## src/core/pfs_defs.svh

```systemverilog
`ifndef PFS_DEFS_SVH
`define PFS_DEFS_SVH

// ==========================================================================
// Register map
`define PFS_ADDR_W        8
`define PFS_FUNC_OFS      8'h34
`define PFS_ALT_OFS       8'h38
`define PFS_FUNC_RST      32'h0000_0000
`define PFS_ALT_RST       32'h0000_0000

// ==========================================================================
// Field positions
`define PFS_SCHMITT_MSB   31
`define PFS_SCHMITT_LSB   16
`define PFS_MAIN_MSB      15
`define PFS_MAIN_LSB      0
`define PFS_PIN15_BIT     15
`define PFS_PIN14_BIT     14
`define PFS_PIN13_BIT     13
`define PFS_ALT_CAP_BIT   24
`define PFS_ALT_SPI_BIT   3
`define PFS_ALT_EBI_BIT   11

`endif

```

## src/core/pfs_pkg.sv

```systemverilog
`default_nettype none

// ==========================================================================
// Types
package pfs_pkg;

    typedef enum logic [1:0] {
        PFS_FN_GPIO  = 2'b00,
        PFS_FN_MAIN  = 2'b01,
        PFS_FN_ALT   = 2'b10
    } pfs_func_e;

    typedef struct packed {
        pfs_func_e pin15;
        pfs_func_e pin14;
        pfs_func_e pin13;
    } pfs_pin_fn_s;

endpackage : pfs_pkg

`default_nettype wire

```

## src/core/pfs_pin_sel.sv

```systemverilog
`timescale 1ns/1ps
`default_nettype none

// ==========================================================================
// One pin's three-way function decode
module pfs_pin_sel (
    input  wire logic              main_sel_i,
    input  wire logic              alt_sel_i,
    output var  pfs_pkg::pfs_func_e func_o
);
    import pfs_pkg::*;

    always_comb begin
        // Alternate bit is a don't-care while the main bit is clear
        if (!main_sel_i) begin // [RULE6]
            func_o = PFS_FN_GPIO;
        end else if (alt_sel_i) begin
            func_o = PFS_FN_ALT;
        end else begin
            func_o = PFS_FN_MAIN;
        end
    end

endmodule : pfs_pin_sel

`default_nettype wire

```

## src/core/pfs_pin_mux.sv

```systemverilog
// Behaviour
// [RULE1] A 32-bit read-write port B function register sits at offset 0x34 and resets to zero.
// [RULE2] Each of bits 31..16 enables the Schmitt input of the matching port B pin when one.
// [RULE3] Pin 15 is GPIO when its main bit is zero, else interrupt 1 or, with alt bit 24, timer 0 capture.
// [RULE4] Pin 14 is GPIO when its main bit is zero, else interrupt 0 or, with alt bit 3, SPI3 select 1.
// [RULE5] Pin 13 is GPIO when its main bit is zero, else comparator 1 or, with bus enable, bus bit 1.
// [RULE6] A clear main bit gives GPIO whatever the alternate bit holds.
//
// The strobed register port was left to the implementer.
`timescale 1ns/1ps
`default_nettype none
`include "pfs_defs.svh"

module pfs_pin_mux (
    input  wire logic                      clk_i,
    input  wire logic                      rstn_i,
    input  wire logic [`PFS_ADDR_W-1:0]    addr_i,
    input  wire logic [31:0]               wdata_i,
    input  wire logic                      wr_i,
    input  wire logic                      rd_i,
    output logic      [31:0]               rdata_o,
    output logic      [15:0]               schmitt_en_o,
    output logic      [15:0]               main_sel_o,
    output logic                           pin15_capture_alt_select_o,
    output logic                           pin14_spi_alt_select_o,
    output logic                           external_bus_enable_o,
    output pfs_pkg::pfs_pin_fn_s           pin_fn_o
);
    import pfs_pkg::*;

    // ======================================================================
    // Address decode
    function automatic logic reg_hit(input logic [`PFS_ADDR_W-1:0] a,
                                     input logic [`PFS_ADDR_W-1:0] ofs);
        reg_hit = (a == ofs);
    endfunction : reg_hit

    // ======================================================================
    // Register file
    logic [31:0] func_r;
    logic [31:0] func_nxt;
    logic [31:0] alt_r;
    logic [31:0] alt_nxt;
    logic [31:0] rdata_r;
    logic [31:0] rdata_nxt;
    logic [31:0] alt_mask;

    // Only the three alternate bits this block steers are kept; the rest read zero
    assign alt_mask = (32'h1 << `PFS_ALT_CAP_BIT) | (32'h1 << `PFS_ALT_SPI_BIT)
                    | (32'h1 << `PFS_ALT_EBI_BIT);

    // Synchronous reset sits in the next-state logic, so the flops stay plain
    always_comb begin
        func_nxt  = func_r;
        alt_nxt   = alt_r;
        rdata_nxt = 32'h0000_0000;
        if (!rstn_i) begin
            func_nxt = `PFS_FUNC_RST; // [RULE1]
            alt_nxt  = `PFS_ALT_RST;
        end else begin
            if (wr_i && reg_hit(addr_i, `PFS_FUNC_OFS)) begin
                func_nxt = wdata_i; // [RULE1]
            end
            if (wr_i && reg_hit(addr_i, `PFS_ALT_OFS)) begin
                alt_nxt = wdata_i & alt_mask;
            end
            if (rd_i && reg_hit(addr_i, `PFS_FUNC_OFS)) begin
                rdata_nxt = func_r; // [RULE1]
            end else if (rd_i && reg_hit(addr_i, `PFS_ALT_OFS)) begin
                rdata_nxt = alt_r;
            end
        end
    end

    always_ff @(posedge clk_i) begin
        func_r  <= func_nxt;
        alt_r   <= alt_nxt;
        rdata_r <= rdata_nxt;
    end

    // Outputs tap the flops directly, with no logic after them
    assign rdata_o                    = rdata_r;
    assign schmitt_en_o               = func_r[`PFS_SCHMITT_MSB:`PFS_SCHMITT_LSB]; // [RULE2]
    assign main_sel_o                 = func_r[`PFS_MAIN_MSB:`PFS_MAIN_LSB];
    assign pin15_capture_alt_select_o = alt_r[`PFS_ALT_CAP_BIT];
    assign pin14_spi_alt_select_o     = alt_r[`PFS_ALT_SPI_BIT];
    assign external_bus_enable_o      = alt_r[`PFS_ALT_EBI_BIT];

    // ======================================================================
    // Pin function selection
    // Registered so the pad mux sees glitch-free codes, at one cycle of lag
    pfs_pin_fn_s fn_r;
    pfs_pin_fn_s fn_nxt;
    pfs_func_e   dec15;
    pfs_func_e   dec14;
    pfs_func_e   dec13;

    // Each pin decodes its own main bit against its own alternate bit
    pfs_pin_sel u_sel15 (
        .main_sel_i (func_r[`PFS_PIN15_BIT]),
        .alt_sel_i  (alt_r[`PFS_ALT_CAP_BIT]),
        .func_o     (dec15)
    ); // [RULE3]

    pfs_pin_sel u_sel14 (
        .main_sel_i (func_r[`PFS_PIN14_BIT]),
        .alt_sel_i  (alt_r[`PFS_ALT_SPI_BIT]),
        .func_o     (dec14)
    ); // [RULE4]

    pfs_pin_sel u_sel13 (
        .main_sel_i (func_r[`PFS_PIN13_BIT]),
        .alt_sel_i  (alt_r[`PFS_ALT_EBI_BIT]),
        .func_o     (dec13)
    ); // [RULE5]

    always_comb begin
        if (!rstn_i) begin
            fn_nxt = '{PFS_FN_GPIO, PFS_FN_GPIO, PFS_FN_GPIO};
        end else begin
            fn_nxt = '{dec15, dec14, dec13};
        end
    end

    always_ff @(posedge clk_i) begin
        fn_r <= fn_nxt;
    end

    assign pin_fn_o = fn_r;

    // ======================================================================
    // Assertions
    // Bus, register and pin function checks
    a_reset_clears: assert property (@(posedge clk_i) // [RULE1]
        !rstn_i |=> (func_r == 32'h0000_0000) && (rdata_o == 32'h0000_0000))
        else $error("function register not cleared by reset");

    a_read_back: assert property (@(posedge clk_i) disable iff (!rstn_i) // [RULE1]
        wr_i && reg_hit(addr_i, `PFS_FUNC_OFS) ##1 rd_i && reg_hit(addr_i, `PFS_FUNC_OFS)
        |=> rdata_o == $past(wdata_i, 2))
        else $error("function register read-back differs from write");

    a_schmitt_map: assert property (@(posedge clk_i) disable iff (!rstn_i) // [RULE2]
        wr_i && reg_hit(addr_i, `PFS_FUNC_OFS) |=> schmitt_en_o == $past(wdata_i[31:16]))
        else $error("Schmitt enables do not follow upper bits");

    a_pin15_fn: assert property (@(posedge clk_i) disable iff (!rstn_i) // [RULE3]
        $past(rstn_i) |-> pin_fn_o.pin15 == (!$past(func_r[`PFS_PIN15_BIT]) ? PFS_FN_GPIO :
            ($past(alt_r[`PFS_ALT_CAP_BIT]) ? PFS_FN_ALT : PFS_FN_MAIN)))
        else $error("pin 15 function wrong");

    a_pin14_fn: assert property (@(posedge clk_i) disable iff (!rstn_i) // [RULE4]
        $past(rstn_i) |-> pin_fn_o.pin14 == (!$past(func_r[`PFS_PIN14_BIT]) ? PFS_FN_GPIO :
            ($past(alt_r[`PFS_ALT_SPI_BIT]) ? PFS_FN_ALT : PFS_FN_MAIN)))
        else $error("pin 14 function wrong");

    a_pin13_fn: assert property (@(posedge clk_i) disable iff (!rstn_i) // [RULE5]
        $past(rstn_i) |-> pin_fn_o.pin13 == (!$past(func_r[`PFS_PIN13_BIT]) ? PFS_FN_GPIO :
            ($past(alt_r[`PFS_ALT_EBI_BIT]) ? PFS_FN_ALT : PFS_FN_MAIN)))
        else $error("pin 13 function wrong");

    a_alt_ignored: assert property (@(posedge clk_i) disable iff (!rstn_i) // [RULE6]
        !func_r[`PFS_PIN13_BIT] && alt_r[`PFS_ALT_EBI_BIT] ##1 rstn_i
        |-> pin_fn_o.pin13 == PFS_FN_GPIO)
        else $error("alternate bit acted with main bit clear");

    a_rdata_idle: assert property (@(posedge clk_i) disable iff (!rstn_i) // [RULE1]
        !rd_i |=> rdata_o == 32'h0000_0000)
        else $error("read data not zero outside a read");

    a_rdata_unmapped: assert property (@(posedge clk_i) disable iff (!rstn_i) // [RULE1]
        rd_i && !reg_hit(addr_i, `PFS_FUNC_OFS) && !reg_hit(addr_i, `PFS_ALT_OFS)
        |=> rdata_o == 32'h0000_0000)
        else $error("unmapped read returned data");

    a_func_hold: assert property (@(posedge clk_i) disable iff (!rstn_i) // [RULE1]
        !(wr_i && reg_hit(addr_i, `PFS_FUNC_OFS)) |=> $stable(func_r))
        else $error("function register changed without a write");

    a_alt_hold: assert property (@(posedge clk_i) disable iff (!rstn_i) // [RULE3]
        !(wr_i && reg_hit(addr_i, `PFS_ALT_OFS)) |=> $stable(alt_r))
        else $error("alternate register changed without a write");

    a_main_map: assert property (@(posedge clk_i) disable iff (!rstn_i) // [RULE3]
        wr_i && reg_hit(addr_i, `PFS_FUNC_OFS) |=> main_sel_o == $past(wdata_i[15:0]))
        else $error("main select bits do not follow lower bits");

    // Mask spelt out on its own, so a wrong field position in the defines shows up here
    a_alt_write: assert property (@(posedge clk_i) disable iff (!rstn_i) // [RULE3]
        wr_i && reg_hit(addr_i, `PFS_ALT_OFS) |=> alt_r == ($past(wdata_i) & 32'h0100_0808))
        else $error("alternate register kept unused bits");

    a_alt_read_back: assert property (@(posedge clk_i) disable iff (!rstn_i) // [RULE4]
        wr_i && reg_hit(addr_i, `PFS_ALT_OFS) ##1 rd_i && reg_hit(addr_i, `PFS_ALT_OFS)
        |=> rdata_o == ($past(wdata_i, 2) & 32'h0100_0808))
        else $error("alternate register read-back differs from write");

    // Pin decode checks, one cycle behind the register bits
    a_reset_gpio: assert property (@(posedge clk_i) // [RULE1]
        !rstn_i |=> pin_fn_o == 6'h00)
        else $error("pins not GPIO after reset");

    a_pin15_gpio: assert property (@(posedge clk_i) disable iff (!rstn_i) // [RULE6]
        !func_r[`PFS_PIN15_BIT] ##1 rstn_i |-> pin_fn_o.pin15 == PFS_FN_GPIO)
        else $error("pin 15 not GPIO with main bit clear");

    a_pin14_gpio: assert property (@(posedge clk_i) disable iff (!rstn_i) // [RULE6]
        !func_r[`PFS_PIN14_BIT] ##1 rstn_i |-> pin_fn_o.pin14 == PFS_FN_GPIO)
        else $error("pin 14 not GPIO with main bit clear");

    // ======================================================================
    // Coverage
    c_capture_sel: cover property (@(posedge clk_i) disable iff (!rstn_i)
        pin_fn_o.pin15 == PFS_FN_ALT);
    c_bus_sel: cover property (@(posedge clk_i) disable iff (!rstn_i)
        pin_fn_o.pin13 == PFS_FN_ALT);
    c_irq0_sel: cover property (@(posedge clk_i) disable iff (!rstn_i)
        pin_fn_o.pin14 == PFS_FN_MAIN);
    c_alt_read: cover property (@(posedge clk_i) disable iff (!rstn_i)
        rd_i && reg_hit(addr_i, `PFS_ALT_OFS) ##1 rdata_o != 32'h0000_0000);
    c_back_to_back: cover property (@(posedge clk_i) disable iff (!rstn_i)
        wr_i ##1 rd_i);

endmodule : pfs_pin_mux

`default_nettype wire

```

## config.mk

```make
export PLATFORM = sky130hd
export DESIGN_NAME = pfs_pin_mux
export DESIGN_NICKNAME = d
export VERILOG_FILES = /design/src/core/pfs_pkg.sv /design/src/core/pfs_pin_sel.sv /design/src/core/pfs_pin_mux.sv
export VERILOG_INCLUDE_DIRS = /design/src /design/src/core
export SDC_FILE = /design/constraint.sdc
export NUM_CORES = 1
export LEC_CHECK = 0
export BUFFER_PORTS_ARGS = -buffer_cell sky130_fd_sc_hd__buf_4
export CAP_MARGIN = 20
export CORE_MARGIN = 3
export CORE_UTILIZATION = 40
export DETAILED_ROUTE_END_ITERATION = 7
export PLACE_DENSITY = 0.77
export SLEW_MARGIN = 20
export SYNTH_ARGS = -nofsm -noshare
export SYNTH_HDL_FRONTEND = slang
export SYNTH_SLANG_ARGS = --single-unit
```

## constraint.sdc

```tcl
create_clock -name clk_i -period 1.1 [get_ports clk_i]
set_clock_uncertainty 0.05 [all_clocks]
set_input_delay 0 -clock clk_i [delete_from_list [all_inputs] [get_ports clk_i]]
set_output_delay 0 -clock clk_i [all_outputs]
set_load 0.1 [all_outputs]
```

==> results.md, run 1 <==
- The flow ran to the end, and the final reports show no timing, DRC or antenna violations.
- The depth of the most critical reg-to-reg path is 2.
- Net switching is 19.52% of the power.
- The proportion of synthesized chip area in sequential cells is approximately 58%.
- The kind of cell adding the most delay to the critical path is flip-flops.
- Counting both buffers and inverters, the worst setup path holds a total of 1.
- The worst path needs between 1 and 1.5 ns of the cycle, external delays included.
- The die covers 0.007312 mm^2.
- The start of the worst register-to-register path is func_r[15]$_SDFFE_PN0P_.
- The count of nets left with antenna violations once routing finished came out at 0.
- The transition time at the pin with the least slew margin is between 0.2 and 0.3 ns.
- The worst hold path cell count is 3.
- The detailed-router iteration count before antenna repair is 4.
- The cell with the most instances after synthesis is dfxtp_1.
- The number of max-cap violations is 0.
- The part of the cycle the worst path needs is 95.59%.
- The mapped netlist covers around 0.0025 mm^2.
- The path class of the lowest-slack min-delay path is primary input to flip-flop.
- The via count of the first global-routing pass was 2148.
- In the final routed layout, each cell accounts on average for 13.37 um.
- The startpoint kind of the worst setup timing path is a flip-flop.
- 117 I/O pins were placed.
- At the later pin of the worst-skew pair, clock insertion delay measures roughly 0.33 ns.
- The global routing usage summed across all routing layers is 17.56%.
- After floorplanning, the core was sized to cover roughly 0.006 mm^2.
- Cells with a size suffix above 1 make up 43.07% of the layout.
- The number of buffers added by the clock tree synthesis step is 9.
- The type of the setup path with the least slack is flip-flop to primary output.
- Counting flops with an async set or reset pin after synthesis yields a share of 0%.
- For the worst setup path, the data arrival time is 1.00 ns.
- The power per standard cell area is 1291 mW/mm^2.
- The largest total area in the synthesized netlist belongs to dfxtp_1.
- Counting every net in the synthesized netlist gives 287.
- The detailed router placed 2191 vias in this run.
- The tree is rooted in a clkbuf_8.
- Internal power comes to 4.177 mW.
- The effective utilization at floorplan is 41.96%.
- The placer congestion estimate is about 0.73.
- The clock transition at the registers of the reported paths is 0.07 ns.
- The critical path goes through buf_4.
- The floorplan has 28 rows.
- The design draws around 5.2 mW.
- The share of total power dissipated in combinational logic is 6.4%.
- The number of slew-limit violations in the final report is 0.
- The overall overflow remaining after global route is 0.
- After synthesis, the netlist uses 20 different library cells.
- The buffer count from post-CTS setup fixing is 0.
- In this run, the clock network consumes between 40% and 50% of the power.
- The number of hold violations in the final report is 0.
- The total number of clock tree sinks is 73.
- The data required time at the worst endpoint is around 1.1 ns.
- The worst-path cell with the longest stage delay is dfxtp_2.
- The largest fanout on the critical path is 5.
- The final standard cell area without fillers is 0.004020 mm^2.
- The growth of design area from synthesis to finish is 58.98%.
- TritonCTS built the clock tree.
- STA classifies the critical path endpoint as a primary output.
- The average cell area after synthesis is ~10 um^2.
- The endpoint of the worst register-to-register path is func_r[15]$_SDFFE_PN0P_.
- The cell count after synthesis came out at 243.
- The origin of the worst min-delay path is wr_i.
- Summed over all nets, the switching power comes to 1.013 mW.
- The maximum clock rate is between 900 and 1000 MHz.
- The count of port buffers added during placement is 116.
- In this run, flip-flops and latches consume between 50% and 60% of the power.
- Setup repair after global routing left no endpoint under its margin.
- From left edge to right edge, the die measures about 86 um.
- After detailed routing, the total wire length is 6.311 mm.
- Dividing the detail-routed via count by the number of cells gives ~4.6.
- The die is 85.51 um tall.
- The count of H-tree levels built during CTS is 3.
- The number of synthesized flops with an enable pin is 0.
- The post-route DRC violation count is 0.
- The first global-routing pass estimated 10.06 mm of wire.
- The placed wire-length estimate after detailed placement is 4.282 mm.
- The largest buffer count on any clock path is 2.
- The endpoint of the worst hold path is alt_r[3]$_SDFFE_PN0P_.
- The largest single stage delay on the critical path is roughly 0.38 ns.
- The number of flip-flops and latches in the synthesized netlist is 73.
- IR analysis of the VDD net gives a maximum drop of 0.0007935 V.
- At the end of the flow, the number of nets in the layout was 437.
- After synthesis, the most frequently instantiated cells are dfxtp_1 (73), nand2_1 (67), mux2i_1 (35), and2_1 (30).
- The setup TNS is 0 ns.
- The placed instances occupy a cell area of 0.003486 mm^2.
- The number of design-rule violations left by the first detailed-router iteration is between 70 and 80.
- Hold is met by about 0.063 ns.
- The area share of the leading cell type in the synthesized netlist is 57.79%.
- The relative max-transition margin is between 80% and 90%.
- The initial antenna violation count is 0.
- For flop-to-flop paths, the worst setup slack is 0.37 ns.
- The repair_antennas step left the layout with diodes totalling 0.
- The most instantiated flip-flop cell in the synthesis netlist is dfxtp_1.
- The total of endpoints with negative setup slack in the final report is 0.
- Entering global routing, the biggest net connects between 70 and 80 pins.
- In this run the static leakage power is 1.834 nW.
- Sorting the synthesized cells by area gives the leading types as dfxtp_1 (58%), mux2i_1 (14%), nand2_1 (9.9%).
- The Yosys step of the flow raised 0 warnings.
## layout by cell type, fill, tap and decap left out, types with 3 or more instances in the layout
cell type	count
buf_12	3
nand2_1	67
a22oi_1	3
dlygate4sd3_1	32
and2_1	30
nor2_1	7
clkbuf_8	10
buf_4	121
mux2i_1	35
and3_1	3
dfxtp_2	32
dfxtp_1	41
## power groups by stage
stage	Clock, mW	Sequential (mW)	Combinational, mW
4_1_cts	2.29	2.64	0.329
6_report	2.22	2.64	0.330
3_5_place_dp	0	2.70	0.236
5_1_grt	2.41	2.64	0.359
3_3_place_gp	0	2.70	0.232
2_1_floorplan	0	2.72	0.0778
## metal layers
layer	up-vias	wire, um	global-route usage (%)
li1	1080	-	-
met5	-	0	0
met2	74	3308	30.93
met1	1027	2490	19.89
met4	0	143	8.489
met3	10	369	4.131
## worst max-delay path by stage
stage                       startpoint                    endpoint  slack, ns  depth (start not counted)
6_report        alt_r[24]$_SDFFE_PN0P_  pin15_capture_alt_select_o       0.05                          1
5_1_grt        func_r[14]$_SDFFE_PN0P_              main_sel_o[14]      0.001                          1
4_1_cts        func_r[15]$_SDFFE_PN0P_              main_sel_o[15]      0.002                          1
3_5_place_dp                 addr_i[6]     func_r[31]$_SDFFE_PN0P_      -0.10                          5
3_3_place_gp                 addr_i[6]     func_r[18]$_SDFFE_PN0P_      -0.05                          5
2_1_floorplan                addr_i[6]     func_r[11]$_SDFFE_PN0P_       0.04                          5
## final cells by class
class / count / area [um^2]
clock buffers: 12 / 145.1
well taps: 75 / 93.84
multi-input cells: 152 / 914.6
flip-flops and latches: 73 / 1501
clock inverters: 3 / 65.06
fillers: 506 / 2006
repair buffers: 157 / 1300
## through the flow
step                      instances  utilization (%)  setup slack [ns]
after floorplan                 243                -           0.03644
after CTS                       472            66.65          0.001588
final                           472            66.72           0.04854
after detailed placement        425            57.85           -0.1006
after global placement          425            57.85          -0.05216
after global routing            472            66.72          0.001240
## cell families (layout without fill, tap and decap cells)
logic type	Yosys count	count (layout)	synth area share, %
and+or+nand+nor	114	114	21.43
muxes	35	35	13.85
buffers and inverters	18	172	6.037
DFF	73	73	57.79
AOI/OAI and AO/OA	3	3	0.8906
## registers in the layout (all words and copies together), names as in the netlist
| name | count |
|---|---|
| func_r | 32 |
| rdata_o | 32 |
| pin_fn_o | 6 |
| alt_r | 3 |
## repair_timing
item	4_1_cts	5_1_grt
gates resized for setup	0	1
setup endpoints to repair	0	1
hold endpoints to repair	35	0
hold buffers	32	0
No activity file was read; power rests on OpenSTA's default activity.
==> inputs of run 2 (changes only) <==
--- a/config.mk
+++ b/config.mk
@@ -10,6 +10,7 @@
 export CAP_MARGIN = 20
 export CORE_MARGIN = 3
 export CORE_UTILIZATION = 40
+export CTS_BUF_LIST = sky130_fd_sc_hd__clkbuf_4 sky130_fd_sc_hd__clkbuf_8
 export DETAILED_ROUTE_END_ITERATION = 7
 export PLACE_DENSITY = 0.77
 export SLEW_MARGIN = 20
==> constraint.sdc (replaced) <==
create_clock -name clk_i -period 1.1 [get_ports clk_i]
set_clock_uncertainty 0.05 [all_clocks]
set_input_delay 0.22 -clock clk_i [delete_from_list [all_inputs] [get_ports clk_i]]
set_output_delay 0.22 -clock clk_i [all_outputs]
set_load 0.1 [all_outputs]
==> results.md, run 2 (synthesis gave the netlist of run 1 again) <==
- The setup TNS is -3.122 ns.
- The total number of nets in the final design is 443.
- Together, buffers and inverters on the worst path number 2.
- The register share of total power is between 50% and 60%.
- The via count of the first global-routing pass is ~2500.
- Counting along the longest clock path gives a buffer depth of 2.
- The area of the placeable core is 0.006026 mm^2.
- Across the run, the number of max-cap violations was 0.
- The final routed wire length divided by cell count is 18.17 um.
- The number of slew-limit violations in the final report is 0.
- The overall overflow remaining after global route is 0.
- The number of design-rule violations left by the first detailed-router iteration is 113.
- Leaving out fill and tap cells, the most frequent cells in the layout are buf_4 (83), buf_12 (75), nand2_1 (67), dfxtp_2 (55), mux2i_1 (32).
- The fraction of power consumed by combinational cells is roughly 5.3%.
- Of all nets on the critical path, the largest fanout is 8.
- The number of nets still failing antenna checks after routing is 0.
- The clock transition at the registers of the reported paths is 0.07 ns.
- The worst hold path belongs to the class primary input to flip-flop.
- 117 I/O pins were placed.
- CTS built an H-tree with a depth of 3.
- In this run the horizontal extent of the chip is 85.51 um.
- The final reports fail on negative setup slack.
- The clock latency of the later-clocked register in the worst-skew pair is 0.34 ns.
- In this run, the clock network consumes around two fifths of the power.
- For this block, the via count after detailed routing is 2363.
- The die footprint is 0.007312 mm^2.
- For this configuration, the core starts out at a cell density of about two fifths.
- The TritonCTS clock tree is done.
- Along the worst hold path, the cell count comes to 3.
- The area of the multi-input gates is roughly 930 um^2.
- The worst pin sits at a relative slew slack of between 60% and 70%.
- After layout, the worst setup slack is -0.1318 ns.
- The maximum clock rate is between 800 and 900 MHz.
- STA classifies the critical path endpoint as a flip-flop.
- The first global-routing pass estimated 12.62 mm of wire.
- Internal power comes to approximately 3.8 mW.
- Setup violations remaining at the end of the flow were counted as 86.
- The initial antenna violation count is 0.
- In the global route stage, overall resource usage came out at 22.71%.
- The data arrival time of the critical path is 1.42 ns.
- The floorplan has 28 rows.
- Summed over all nets, the switching power comes to 1.065 mW.
- Counting the fill cells in the layout gives 309.
- The setup path with the least slack is of type primary input to flip-flop.
- The number of hold violations in the final report was 0.
- The data required time at the worst endpoint is 1.29 ns.
- Dividing total power by cell area gives a power density of approximately 970 mW/mm^2.
- The number of buffers added by the clock tree synthesis step is 9.
- The library cell used most frequently in the layout, excluding fill and tap cells, is buf_4.
- For this run, design rule violations remaining after detail routing come to 0.
- Setup repair after global routing could not meet its margin everywhere.
- Walking the worst path, the cells encountered are buf_6, and4bb_1, and4_4, clkbuf_16, mux2i_1.
- Registers take roughly 0.0016 mm^2.
- The highest cell delay on the worst timing path is 0.35 ns.
- The number of stages on the worst setup path is 5.
- The post-layout utilization of the core is 83.41%.
- The final critical path takes up 112.0% of the cycle.
- The growth of design area from synthesis to finish is 98.76%.
- The total number of clock tree sinks is 73.
- The worst slack at placement is -0.2957 ns.
- The run finished, with violations left.
- The kind of cell adding the most delay to the critical path is simple AND/OR/NAND/NOR gates.
- The depth of the most critical reg-to-reg path is 3.
- The final critical path time including I/O delays and setup is roughly 1.2 ns.
- The repair_antennas step left the layout with diodes totalling 0.
- Once detailed placement completed, the half-perimeter wirelength came to 4.200 mm.
- The per-cell via count in the routed design is 4.944.
- The CTS root buffer is clkbuf_8.
- The worst-path cell with the longest stage delay is and4_4.
- The count of port buffers added during placement is 116.
- The transition time at the pin with the least slew margin is 0.4773 ns.
- Across the VDD grid, the largest voltage drop is 0.0009052 V.
- Wires add up to roughly 8.7 mm.
- The height of the die is 85.51 um.
- Routability-driven placement finished with a final weighted congestion of 0.7289.
- The startpoint kind of the worst setup timing path is a primary input.
- Cells with a size suffix above 1 make up 63.52% of the layout.
- The leakage component of the power is 2.145 nW.
- Entering global routing, the biggest net connects 71 pins.
- The share of total power consumed by net switching is 21.83%.
- The detailed-router iteration count before antenna repair is 4.
-- run 2: final timing paths --
check | startpoint | end | slack, ns
max | addr_i[6] | func_r[19]$_SDFFE_PN0P_ | -0.13
min | wdata_i[0] | func_r[0]$_SDFFE_PN0P_ | 0.07
max reg2reg | func_r[19]$_SDFFE_PN0P_ | func_r[19]$_SDFFE_PN0P_ | 0.18
min reg2reg | func_r[27]$_SDFFE_PN0P_ | func_r[27]$_SDFFE_PN0P_ | 0.44
-- run 2: area by class of cell --
class                   count  share of cell area (%)
clock inverters             4                  0.8962
repair buffers            163                   44.21
multi-input cells         152                   18.47
well taps                  75                   1.867
clock buffers              11                   2.763
flip-flops and latches     73                   31.79
-- run 2: worst register-to-register path: cells and delay by family (launching register included) --
| kind | cells | cell delay (ns) |
|---|---|---|
| DFF | 1 | 0.38 |
| muxes | 1 | 0.22 |
| buffers and inverters | 1 | 0.12 |
| and+or+nand+nor | 1 | 0.05 |
-- run 2: what timing repair did --
item / in CTS / in global routing
gates resized for setup: 234 / 11
buffers inserted: 27 / 7
endpoints found under the setup margin: 73 / 83
hold buffers: 0 / 0
pin swaps: 0 / 2
gates cloned: 0 / 3
-- run 2: per-layer routing --
| layer | track usage (%) | wire (um) | vias up |
|---|---|---|---|
| met2 | 42.58 | 4849 | 113 |
| li1 | - | - | 1083 |
| met3 | 5.860 | 533 | 28 |
| met1 | 23.20 | 2920 | 1139 |
| met5 | 0 | 0 | - |
| met4 | 10.94 | 380 | 0 |
-- run 2: power by group through the flow --
stage	clock network [mW]	logic, mW	registers (mW)
floorplan	0	0.0817	2.71
global placement	0	0.228	2.70
detailed placement	0	0.233	2.70
CTS	2.01	0.240	2.61
global route	2.13	0.279	2.60
finish	2.02	0.257	2.60
-- run 2: per-stage QoR --
stage	area [um^2]	cells	hold slack [ns]	power [mW]
after global placement	3531	426	0.3810	2.931
final	5026	478	0.07477	4.877
after floorplan	2635	243	0.3047	2.796
after CTS	4865	468	0.06799	4.865
after global routing	5026	478	0.08595	5.006
after detailed placement	3531	426	0.3884	2.936
